[src/verilog/usr_pkg.sv]
package usr_pkg;

  // ----------------------------------------------------------------
  // Geometry and timing
  // ----------------------------------------------------------------
  localparam int          STAGES     = 8;
  localparam int          CLK_MHZ    = 10;
  localparam real         REC_NS     = 7.0;
  // Clear recovery in clk cycles, rounded up, at least one
  localparam int          REC_CYC    = (int'(REC_NS * CLK_MHZ) + 999) / 1000 < 1 ? 1 :
                                       (int'(REC_NS * CLK_MHZ) + 999) / 1000;
  localparam int          FIFO_DEPTH = 2;

  // ----------------------------------------------------------------
  // Register map (byte addresses)
  // ----------------------------------------------------------------
  localparam logic [3:0]  ADDR_CTRL   = 4'h0;
  localparam logic [3:0]  ADDR_STATUS = 4'h4;
  localparam logic [3:0]  ADDR_COUNT  = 4'h8;
  localparam int          CTRL_INHIBIT_BIT = 0;
  localparam logic [31:0] CTRL_RESET  = 32'h0000_0000;
  localparam int          STAT_STAGE_LSB = 0;
  localparam int          STAT_MODE_LSB  = 8;
  localparam int          STAT_DRIVE_BIT = 10;
  localparam int          STAT_FILL_LSB  = 12;
  localparam logic [1:0]  RESP_OKAY   = 2'h0;
  localparam logic [1:0]  RESP_SLVERR = 2'h2;

  // ----------------------------------------------------------------
  // Types
  // ----------------------------------------------------------------
  typedef enum logic [1:0] {
    USR_HOLD,
    USR_SHIFT_RIGHT,
    USR_SHIFT_LEFT,
    USR_LOAD
  } usr_mode_t;

  // Word handed to the capture stream after each clock edge that finds room in the buffer
  typedef struct packed {
    usr_mode_t        mode;
    logic [STAGES-1:0] stages;
  } usr_tap_t;

  // Select pins to operation
  function automatic usr_mode_t usr_decode(input logic sel_hi, input logic sel_lo);
    usr_mode_t m;
    m = USR_HOLD;
    unique case ({sel_hi, sel_lo})
      2'b00: m = USR_HOLD;
      2'b01: m = USR_SHIFT_RIGHT;
      2'b10: m = USR_SHIFT_LEFT;
      2'b11: m = USR_LOAD;
    endcase
    return m;
  endfunction

endpackage

[src/verilog/usr_shift_reg.sv]
// Notes on behaviour
// eight flip-flop stages, shift, load, hold
// two select inputs alone choose operation
// changes only on shift_clock rising edge
// clear low zeroes all stages immediately
// both selects high loads bus
// low-high selects shift toward stage 7
// high-low selects shift toward stage 0
// both selects low holds contents
// stages drive bus, bus supplies load data
// first and last stages always driven
// either enable high releases bus
// operations continue while bus released
// load mode releases bus regardless
// other side supplies right serial bit
// other side supplies left serial bit
// other side drives bus only in load
// drive only with enables low, not load
// other side honours clear recovery time
module usr_shift_reg
  import usr_pkg::*;
#(
  parameter int DEPTH = usr_pkg::FIFO_DEPTH
) (
  input  wire logic                      clk,              // 10 MHz system clock
  input  wire logic                      arst_n,           // Async reset, active low
  input  wire logic                      shift_clock,      // Shift clock pin, sampled
  input  wire logic                      master_clear_n,   // Async clear, active low
  input  wire logic                      mode_sel_lo,      // Mode select low bit
  input  wire logic                      mode_sel_hi,      // Mode select high bit
  input  wire logic                      right_serial_in,  // Serial in, right shift
  input  wire logic                      left_serial_in,   // Serial in, left shift
  input  wire logic                      bus_enable_a_n,   // Bus enable A, active low
  input  wire logic                      bus_enable_b_n,   // Bus enable B, active low
  input  wire logic [usr_pkg::STAGES-1:0] parallel_bus_in, // Bus level seen at pins
  output logic      [usr_pkg::STAGES-1:0] parallel_bus_out, // Bus drive value
  output logic      [usr_pkg::STAGES-1:0] parallel_bus_oe,  // Bus drive enable, per line
  output logic                           first_stage_tap,  // Stage 0
  output logic                           last_stage_tap,   // Stage 7
  output logic                           tap_valid,        // Capture word available
  input  wire logic                      tap_ready,        // Capture sink ready
  output usr_pkg::usr_tap_t              tap_data,         // Capture word
  output logic                           tap_in_ready,     // Capture buffer has room
  input  wire logic [3:0]                s_axi_awaddr,     // AXI write address
  input  wire logic                      s_axi_awvalid,    // AXI write address valid
  output logic                           s_axi_awready,    // AXI write address ready
  input  wire logic [31:0]               s_axi_wdata,      // AXI write data
  input  wire logic [3:0]                s_axi_wstrb,      // AXI write strobes
  input  wire logic                      s_axi_wvalid,     // AXI write data valid
  output logic                           s_axi_wready,     // AXI write data ready
  output logic [1:0]                     s_axi_bresp,      // AXI write response
  output logic                           s_axi_bvalid,     // AXI write response valid
  input  wire logic                      s_axi_bready,     // AXI write response ready
  input  wire logic [3:0]                s_axi_araddr,     // AXI read address
  input  wire logic                      s_axi_arvalid,    // AXI read address valid
  output logic                           s_axi_arready,    // AXI read address ready
  output logic [31:0]                    s_axi_rdata,      // AXI read data
  output logic [1:0]                     s_axi_rresp,      // AXI read response
  output logic                           s_axi_rvalid,     // AXI read data valid
  input  wire logic                      s_axi_rready      // AXI read data ready
);
  import usr_pkg::*;

  localparam int FILL_W = $clog2(DEPTH + 1);

  // ----------------------------------------------------------------
  // Mode decode and clock edge
  // ----------------------------------------------------------------
  logic              clr_n;
  logic              clk_prev;
  logic              clk_rise;
  usr_mode_t         mode;
  logic [STAGES-1:0] stage;
  logic [STAGES-1:0] next_stage;
  logic              inhibit;

  // Clear acts without the clock
  assign clr_n    = arst_n & master_clear_n;
  assign mode     = usr_decode(mode_sel_hi, mode_sel_lo);
  assign clk_rise = shift_clock & ~clk_prev;

  // Previous shift clock level
  always_ff @(posedge clk or negedge clr_n) begin
    if (!clr_n) begin
      clk_prev <= 1'b1;
    end else begin
      clk_prev <= shift_clock;
    end
  end

  // ----------------------------------------------------------------
  // Stage next values
  // ----------------------------------------------------------------
  genvar n;
  generate
    for (n = 0; n < STAGES; n++) begin : g_stage
      logic from_lower;
      logic from_upper;
      assign from_lower = (n == 0) ? right_serial_in : stage[(n == 0) ? 0 : n - 1];
      assign from_upper = (n == STAGES - 1) ? left_serial_in :
                          stage[(n == STAGES - 1) ? n : n + 1];
      // Per-stage mux
      always_comb begin
        unique case (mode)
          USR_HOLD:        next_stage[n] = stage[n];
          USR_SHIFT_RIGHT: next_stage[n] = from_lower;
          USR_SHIFT_LEFT:  next_stage[n] = from_upper;
          USR_LOAD:        next_stage[n] = parallel_bus_in[n];
        endcase
      end
    end
  endgenerate

  // Stage flip-flops; independent of bus drive state
  always_ff @(posedge clk or negedge clr_n) begin
    if (!clr_n) begin
      stage <= '0;
    end else if (clk_rise) begin
      stage <= next_stage;
    end
  end

  // ----------------------------------------------------------------
  // Pin outputs
  // ----------------------------------------------------------------
  logic drive;

  // Drive only when both enables low, not loading, not inhibited
  assign drive = ~bus_enable_a_n & ~bus_enable_b_n & (mode != USR_LOAD) & ~inhibit;
  assign parallel_bus_oe  = {STAGES{drive}};
  assign parallel_bus_out = stage;
  assign first_stage_tap  = stage[0];
  assign last_stage_tap   = stage[STAGES-1];

  // ----------------------------------------------------------------
  // Capture buffer
  // ----------------------------------------------------------------
  usr_tap_t          buf_mem [DEPTH];
  logic [FILL_W-1:0] fill;
  logic              wr_ptr;
  logic              rd_ptr;
  logic              pushed;
  logic              push;
  logic              pop;

  // Word posted the cycle after each edge
  always_ff @(posedge clk or negedge arst_n) begin
    if (!arst_n) begin
      pushed <= 1'b0;
    end else begin
      pushed <= clk_rise & master_clear_n;
    end
  end

  assign tap_in_ready = (fill != FILL_W'(DEPTH));
  assign tap_valid    = (fill != '0);
  assign push         = pushed & tap_in_ready;
  assign pop          = tap_valid & tap_ready;
  assign tap_data     = buf_mem[rd_ptr];

  // Buffer storage
  always_ff @(posedge clk) begin
    if (push) begin
      buf_mem[wr_ptr] <= '{mode: mode, stages: stage};
    end
  end

  // Buffer pointers and fill level
  always_ff @(posedge clk or negedge arst_n) begin
    if (!arst_n) begin
      wr_ptr <= 1'b0;
      rd_ptr <= 1'b0;
      fill   <= '0;
    end else begin
      if (push) begin
        wr_ptr <= ~wr_ptr;
      end
      if (pop) begin
        rd_ptr <= ~rd_ptr;
      end
      fill <= fill + FILL_W'(push) - FILL_W'(pop);
    end
  end

  // ----------------------------------------------------------------
  // AXI4-Lite slave
  // ----------------------------------------------------------------
  logic [31:0] ctrl;
  logic [15:0] words_seen;
  logic        wr_go;
  logic        rd_go;
  logic [31:0] next_rdata;
  logic        rd_hit;

  assign inhibit       = ctrl[CTRL_INHIBIT_BIT];
  assign wr_go         = s_axi_awvalid & s_axi_wvalid & ~s_axi_bvalid;
  assign s_axi_awready = wr_go;
  assign s_axi_wready  = wr_go;
  assign rd_go         = s_axi_arvalid & ~s_axi_rvalid;
  assign s_axi_arready = rd_go;

  // Control register
  always_ff @(posedge clk or negedge arst_n) begin
    if (!arst_n) begin
      ctrl <= CTRL_RESET;
    end else if (wr_go && s_axi_awaddr == ADDR_CTRL && s_axi_wstrb[0]) begin
      ctrl <= {31'h0, s_axi_wdata[CTRL_INHIBIT_BIT]};
    end
  end

  // Write response
  always_ff @(posedge clk or negedge arst_n) begin
    if (!arst_n) begin
      s_axi_bvalid <= 1'b0;
      s_axi_bresp  <= RESP_OKAY;
    end else if (wr_go) begin
      s_axi_bvalid <= 1'b1;
      s_axi_bresp  <= (s_axi_awaddr == ADDR_CTRL) ? RESP_OKAY : RESP_SLVERR;
    end else if (s_axi_bready) begin
      s_axi_bvalid <= 1'b0;
    end
  end

  // Counter of words accepted into the capture buffer, for software
  always_ff @(posedge clk or negedge arst_n) begin
    if (!arst_n) begin
      words_seen <= 16'h0000;
    end else if (push) begin
      words_seen <= words_seen + 16'h0001;
    end
  end

  // Read decode
  always_comb begin
    next_rdata = 32'h0000_0000;
    rd_hit     = 1'b1;
    unique case (s_axi_araddr)
      ADDR_CTRL: next_rdata = ctrl;
      ADDR_STATUS: begin
        next_rdata[STAT_STAGE_LSB +: STAGES] = stage;
        next_rdata[STAT_MODE_LSB +: 2]       = mode;
        next_rdata[STAT_DRIVE_BIT]           = drive;
        next_rdata[STAT_FILL_LSB +: FILL_W]  = fill;
      end
      ADDR_COUNT: next_rdata[15:0] = words_seen;
      default: rd_hit = 1'b0;
    endcase
  end

  // Read response
  always_ff @(posedge clk or negedge arst_n) begin
    if (!arst_n) begin
      s_axi_rvalid <= 1'b0;
      s_axi_rdata  <= 32'h0000_0000;
      s_axi_rresp  <= RESP_OKAY;
    end else if (rd_go) begin
      s_axi_rvalid <= 1'b1;
      s_axi_rdata  <= next_rdata;
      s_axi_rresp  <= rd_hit ? RESP_OKAY : RESP_SLVERR;
    end else if (s_axi_rready) begin
      s_axi_rvalid <= 1'b0;
    end
  end

  // ----------------------------------------------------------------
  // Assertions
  // ----------------------------------------------------------------
  a_clear_zeroes: assert property (@(posedge clk)
    !master_clear_n |-> stage == '0)
    else $error("stages not zero during clear");

  a_edge_only: assert property (@(posedge clk) disable iff (!clr_n)
    !$past(clk_rise) |-> stage == $past(stage))
    else $error("stages changed without a clock edge");

  a_load_bus: assert property (@(posedge clk) disable iff (!clr_n)
    clk_rise && mode_sel_hi && mode_sel_lo |=> stage == $past(parallel_bus_in))
    else $error("parallel load wrong");

  a_shift_right: assert property (@(posedge clk) disable iff (!clr_n)
    clk_rise && !mode_sel_hi && mode_sel_lo |=>
      stage == {$past(stage[STAGES-2:0]), $past(right_serial_in)})
    else $error("right shift wrong");

  a_shift_left: assert property (@(posedge clk) disable iff (!clr_n)
    clk_rise && mode_sel_hi && !mode_sel_lo |=>
      stage == {$past(left_serial_in), $past(stage[STAGES-1:1])})
    else $error("left shift wrong");

  a_hold_keeps: assert property (@(posedge clk) disable iff (!clr_n)
    !mode_sel_hi && !mode_sel_lo |=> $stable(stage))
    else $error("hold changed stages");

  a_release_bus: assert property (@(posedge clk) disable iff (!arst_n)
    (bus_enable_a_n || bus_enable_b_n || (mode_sel_hi && mode_sel_lo))
      |-> parallel_bus_oe == '0)
    else $error("bus driven while released");

  a_drive_bus: assert property (@(posedge clk) disable iff (!arst_n)
    !bus_enable_a_n && !bus_enable_b_n && !(mode_sel_hi && mode_sel_lo) && !inhibit
      |-> parallel_bus_oe == '1 && parallel_bus_out == stage)
    else $error("bus not driven with stages");

  a_taps_follow: assert property (@(posedge clk)
    first_stage_tap == stage[0] && last_stage_tap == stage[STAGES-1])
    else $error("serial taps wrong");

  a_shift_offbus: assert property (@(posedge clk) disable iff (!clr_n)
    clk_rise && bus_enable_a_n && mode_sel_lo && !mode_sel_hi ##1 1'b1
      |-> stage[1] == $past(stage[0]))
    else $error("shift lost while bus released");

  a_clear_pins: assert property (@(posedge clk)
    !master_clear_n |-> parallel_bus_out == '0 && !first_stage_tap && !last_stage_tap)
    else $error("pins not low during clear");

  a_single_step: assert property (@(posedge clk) disable iff (!clr_n)
    clk_rise |=> !clk_rise)
    else $error("one pin edge counted twice");

  a_right_taps: assert property (@(posedge clk) disable iff (!clr_n)
    clk_rise && !mode_sel_hi && mode_sel_lo |=>
      first_stage_tap == $past(right_serial_in) && last_stage_tap == $past(stage[STAGES-2]))
    else $error("taps wrong after right shift");

  a_left_taps: assert property (@(posedge clk) disable iff (!clr_n)
    clk_rise && mode_sel_hi && !mode_sel_lo |=>
      last_stage_tap == $past(left_serial_in) && first_stage_tap == $past(stage[1]))
    else $error("taps wrong after left shift");

  a_hold_offbus: assert property (@(posedge clk) disable iff (!clr_n)
    clk_rise && bus_enable_b_n && !mode_sel_hi && !mode_sel_lo |=> $stable(stage))
    else $error("hold lost while bus released");

  a_load_undriven: assert property (@(posedge clk) disable iff (!arst_n)
    mode_sel_hi && mode_sel_lo && !bus_enable_a_n && !bus_enable_b_n
      |-> parallel_bus_oe == '0)
    else $error("bus driven during load");

  a_bus_shows: assert property (@(posedge clk) disable iff (!clr_n)
    clk_rise && mode_sel_lo && !mode_sel_hi |=>
      !drive || parallel_bus_out == {$past(stage[STAGES-2:0]), $past(right_serial_in)})
    else $error("bus does not show shifted stages");

endmodule

[config.mk]
export PLATFORM = sky130hd
export DESIGN_NAME = usr_shift_reg
export DESIGN_NICKNAME = d
export VERILOG_FILES = /design/src/verilog/usr_pkg.sv /design/src/verilog/usr_shift_reg.sv
export SDC_FILE = /design/constraint.sdc
export NUM_CORES = 1
export LEC_CHECK = 0
export BUFFER_PORTS_ARGS = -buffer_cell sky130_fd_sc_hd__buf_2
export CORE_AREA = 4 4 96 98
export CTS_CLUSTER_DIAMETER = 100
export DETAILED_ROUTE_END_ITERATION = 6
export DIE_AREA = 0 0 100 102
export PLACE_DENSITY = 0.68
export SYNTH_ARGS = -nofsm -noshare
export SYNTH_HDL_FRONTEND = slang
export SYNTH_SLANG_ARGS = --single-unit
[constraint.sdc]
create_clock -name clk -period 3.75 [get_ports clk]
set_clock_uncertainty 0.05 [all_clocks]
set_input_delay 0.75 -clock clk [delete_from_list [all_inputs] [get_ports clk]]
set_output_delay 0.75 -clock clk [all_outputs]
set_load 0.03 [all_outputs]
# After elaboration in Yosys (flattened, before gate mapping)
# Memories as Yosys holds them, arrays and structs flattened.
# Cells that the tools add are included.
[op_classes]
add_sub_neg = 3
eq_ne = 10
mux = 22
bitwise_logic = 20
n_reduce_logical = 11
[op_table]
columns = ["cell", "count"]
rows = [
  ["$pmux 11 s3", 1],
  ["$pmux 1 s3", 8],
  ["$add 16x1->16 const B", 1],
  ["$and 1x1->1", 11],
  ["$not 1->1", 9],
  ["$eq 2x2->1 const B", 4],
  ["$logic_not 4->1", 2],
  ["$mux 1", 8],
  ["$pmux 2 s4", 1],
  ["$mux 2", 3],
  ["$reduce_bool 2->1", 3],
  ["$eq 2x1->1 const B", 2],
  ["$eq 4x3->1 const B", 1],
  ["$eq 4x4->1 const B", 1],
  ["$logic_not 2->1", 2],
  ["$ne 2x2->1 const B", 2],
  ["$pmux 2 s2", 1],
  ["$reduce_or 3->1", 1],
  ["$add 2x1->2", 1],
  ["$logic_and 1x1->1", 2],
  ["$reduce_and 2->1", 1],
  ["$sub 2x1->2", 1],
]
[totals]
regBits = 53
mem_bits_rw = 20
inputBits = 68
output_inout_bits = 71
word_cells = 80
mem_count = 1
[memory_table]
columns = ["memory", "depth", "width", "rd", "rd_clocked_by_memory_dff", "write_ports", "line_no", "rtl"]
rows = [
  ["buf_mem", 2, 10, 1, 0, 1, "usr_shift_reg.sv:138", "usr_tap_t buf_mem [DEPTH];"],
]

# Longest topological paths before layout
[depth]
word_depth = 6
mapped_depth = 7
ltp_nobuf = 6

# Worst setup path before layout
# Ideal clock, no wire load.
[synth_path]
path_kind = "input -> output"
from = "input port mode_sel_lo"
to = "output port parallel_bus_oe[0] (netlist name)"
arrival_time_ns = 2.028
required_time_ns = 2.950
slack_ns = 0.922
cell_stages = 2
path_buffers = 1
path_cell_list = "a2111oi_1 buf_4"
[synth_between]
elab_chain_len = 5
[synth_lines]
columns = ["element", "line_no", "rtl"]
rows = [
  ["start, declared", "usr_shift_reg.sv:29", "input wire logic mode_sel_lo,"],
  ["$eq 2x2->1, or another cell as far along", "usr_pkg.sv:49", "unique case ({sel_hi, sel_lo})"],
  ["$pmux 2 s4 *", "usr_pkg.sv:49", ""],
  ["$ne 2x2->1 *", "usr_shift_reg.sv:129", "assign drive = ~bus_enable_a_n & ~bus_enable_b_n & (mode != USR_LOAD) & ~inhibit;"],
  ["$and 1x1->1 * (2 in a row)", "usr_shift_reg.sv:129", ""],
  ["end, declared", "usr_shift_reg.sv:37", "output logic [usr_pkg::STAGES-1:0] parallel_bus_oe,"],
]
# Mark *: on every way between the ends. The rest lies on a longest branch, timed or not.

# Worst setup path in the final report
[layout_path]
from = "input port mode_sel_lo"
to = "output port parallel_bus_oe[5] (netlist name)"
# Same word-level chain as after synthesis.

==> run_results.csv <==
group,metric,value,unit
grt,grt_start_max_net_pins,28,
die,io-pin-count,139,
placed_design,place_hpwl,5.15,mm
setup_path,arrival,1.83,ns
placed_design,dpl.cell_count,465,
clock_network,cts-resized-gates,0,
timing,maxSlewViolCount,0,
pwr,seq_power_share,48.4,%
timing,slew_headroom,27.8,%
setup_path,required,2.95,ns
detailed_routing,route.vias.total,2346,
pwr,power_density,551,nW/µm²
detailed_routing,viasPerCell,4.88,
synthesis,yosys_register_bits,71,
timing,period_share,70.2,%
layout,area_growth,16.4,%
layout,fill_cells,819,
placed_design,io_buffers,86,
timing,fin_hold_ws,0.277,ns
grt,overflow,0,
synthesis,yosysUniqueCellTypes,40,
grt,grt_pass1_vias,2333,
pwr,power_switching,0.786,mW
clock_network,cts_tree,"built",
layout,multiInputGateArea,1200,µm²
detailed_routing,drcViolationCount,0,
pwr,clock_power_share,25.0,%
die,die-area,10200,µm²
grt,grt_pass1_wl,11.6,mm
setup_path,cpMostUsedCell,"buf_2",
die,die_height,102,µm
timing,fmax,380,MHz
synthesis,syn_avg_cell_area,11.2,µm²
timing,setup_slack,1.12,ns
pwr,leakage,1.81,nW
pwr,peakVddDrop,0.212,mV
clock_network,numCtsBuffers,9,
placed_design,gp_congestion,0.828,
detailed_routing,dr.pass1.iters,4,
die,core-area,8470,µm²
layout,final_core_util,45.4,%
flow_run,drv_cap,0,
setup_path,start_kind,"input port",
layout,diodes,0,
timing,grt_setup_unrepaired,"false",
clock_network,post-cts-setup-buffer-count,0,
die,initial_utilization,39.0,%
layout,nets,438,
synthesis,netlist_area,3300,µm²
die,row_count,34,
placed_design,place_ws,1.08,ns
clock_network,clockBufferDepth,2,
detailed_routing,wl_per_cell,14.7,µm
pwr,combPwrFrac,26.5,%
timing,setup_violations,0,
detailed_routing,wirelength,7.07,mm
timing,fin_crit,2.63,ns
run_status,status,"finished clean",
detailed_routing,first_iter_violations,151,
die,die_width,100,µm
clock_network,clk_latency,0.34,ns
setup_path,max_stage_delay,0.43,ns
setup_path,path_max_fanout,13,
setup_path,slowest_stage,"a2111oi_1",
synthesis,yosysTopAreaCell,"dfrtp_1",
grt,grt_usage,14.7,%
clock_network,ctsHtreeMaxLevel,3,
layout,finalNonFillerCells,481,
synthesis,synth_cells,295,
layout,stdcell_area,3850,µm²
layout,seq_area,1880,µm²
synthesis,yosys-top-cells-area,"dfrtp_1 (38%), edfxtp_1 (18%), buf_4 (6.6%), nand2_1 (5.8%), o21ai_0 (4.5%)",
setup_path,worst-path-buf-inv,3,
pwr,fin_total_pwr,2.12,mW
clock_network,clkTransAtPathRegs,0.08,ns
min_path,hp-class,"in2async",
layout,layout-drive-gt1-share,32.4,%
timing,hold_violations,0,
synthesis,yosysWarnings,0,
setup_path,crit_family,"buffers and inverters",
synthesis,synth_top_area_share,37.9,%
setup_path,path_class,"in2out",
pwr,switching_share,37.0,%
grt,antenna_found_initial,0,
timing,worstMarginPinSlew,1.08,ns
clock_network,clock-sinks,71,
setup_path,path_cells,"buf_2 -> a2111oi_1 -> buf_4 -> buf_2",
synthesis,ys_seq_area_share,56.9,%
setup_path,cp-end-kind,"primary output",
clock_network,root_buffer,"clkbuf_8",
detailed_routing,ant_nets,0,
placed_design,place_area,3670,µm²
clock_network,hold_buffers,0,
timing,fin_tns_setup,0,ns
pwr,intPower,1.34,mW
metal layers:
metal	wire length [µm]	GRT usage, %	vias up
met5	0	0	-
met4	123	6.53	0
met3	468	3.96	12
met2	3390	23.9	84
met1	3080	18.4	1132
li1	-	-	1118
synth_stat cells, drive strengths merged:
library cell	instances
a2111oi	1
xnor2	16
o21ai	31
buf	32
conb	1
a32oi	3
and3	2
dfrtp	50
nand2	51
nor4b	1
nor2	5
nor3	2
nor4bb	1
edfxtp	20
o21a	1
and2	4
dfstp	1
and4	2
nor2b	4
nand4	6
nand3	6
a21o	1
a21oi	3
nor4	1
xor2	3
inv	3
ha	2
or2	1
clkbuf	11
mux2i	10
a22oi	9
mux2	11
state kept, by name (all words and copies together) (netlist names):
signal / flops
s_axi_bvalid: 1
s_axi_bresp: 1
parallel_bus_out: 8
s_axi_rvalid: 1
wr_ptr: 1
rd_ptr: 1
s_axi_rdata: 16
clk_prev: 1
words_seen: 16
s_axi_rresp: 1
fill: 2
pushed: 1
ctrl: 1
buf_mem: 20
worst paths after layout:
path | startpoint | end | slack, ns | depth (start not counted)
min | arst_n | s_axi_rvalid | 0.28 | 1
max | mode_sel_lo | parallel_bus_oe[5] | 1.12 | 4
min reg2reg | s_axi_rdata[11] | s_axi_rdata[11] | 0.42 | 2
max in group asynchronous | arst_n | clk_prev | 2.61 | 2
max reg2reg | fill[1] | buf_mem[0][7] | 1.63 | 4
min in group clk | s_axi_rdata[11] | s_axi_rdata[11] | 0.42 | 2
layout by cell type, fill, tap and decap left out, drive strengths merged, types with 9 or more instances in the layout:
cell type / instances
buf: 88
nand2: 51
dfrtp: 50
o21ai: 31
edfxtp: 20
conb: 18
xnor2: 16
mux2: 11
mux2i: 10
a22oi: 9
clkbuf: 9
cells by family after synthesis:
logic type,Yosys count,synth area share (%)
AOI/OAI and AO/OA,49,8.75
xor gates and xnor gates,19,5.04
adders and majority gates,2,0.757
buffers and inverters,46,8.60
DFF,71,56.9
muxes,21,6.78
other,1,0.114
and+or+nand+nor,86,13.1
cell type report:
| type | instances | share of cell area [%] |
|---|---|---|
| Timing Repair Buffer | 88 | 11.6 |
| Tap cell | 108 | 3.51 |
| Clock buffer | 9 | 3.22 |
| Sequential cell | 71 | 48.8 |
| Inverter | 3 | 0.293 |
| Multi-Input combinational cell | 195 | 31.3 |
| Clock inverter | 7 | 1.24 |
power groups by stage:
stage / registers [mW] / logic [mW] / clock network, mW
CTS: 1.03 / 0.571 / 0.547
detailed placement: 1.04 / 0.567 / 0
global route: 1.05 / 0.614 / 0.586
global placement: 1.03 / 0.561 / 0
finish: 1.03 / 0.563 / 0.531
floorplan: 1.04 / 0.412 / 0
Note: power is estimated with default switching activity, not from simulation.
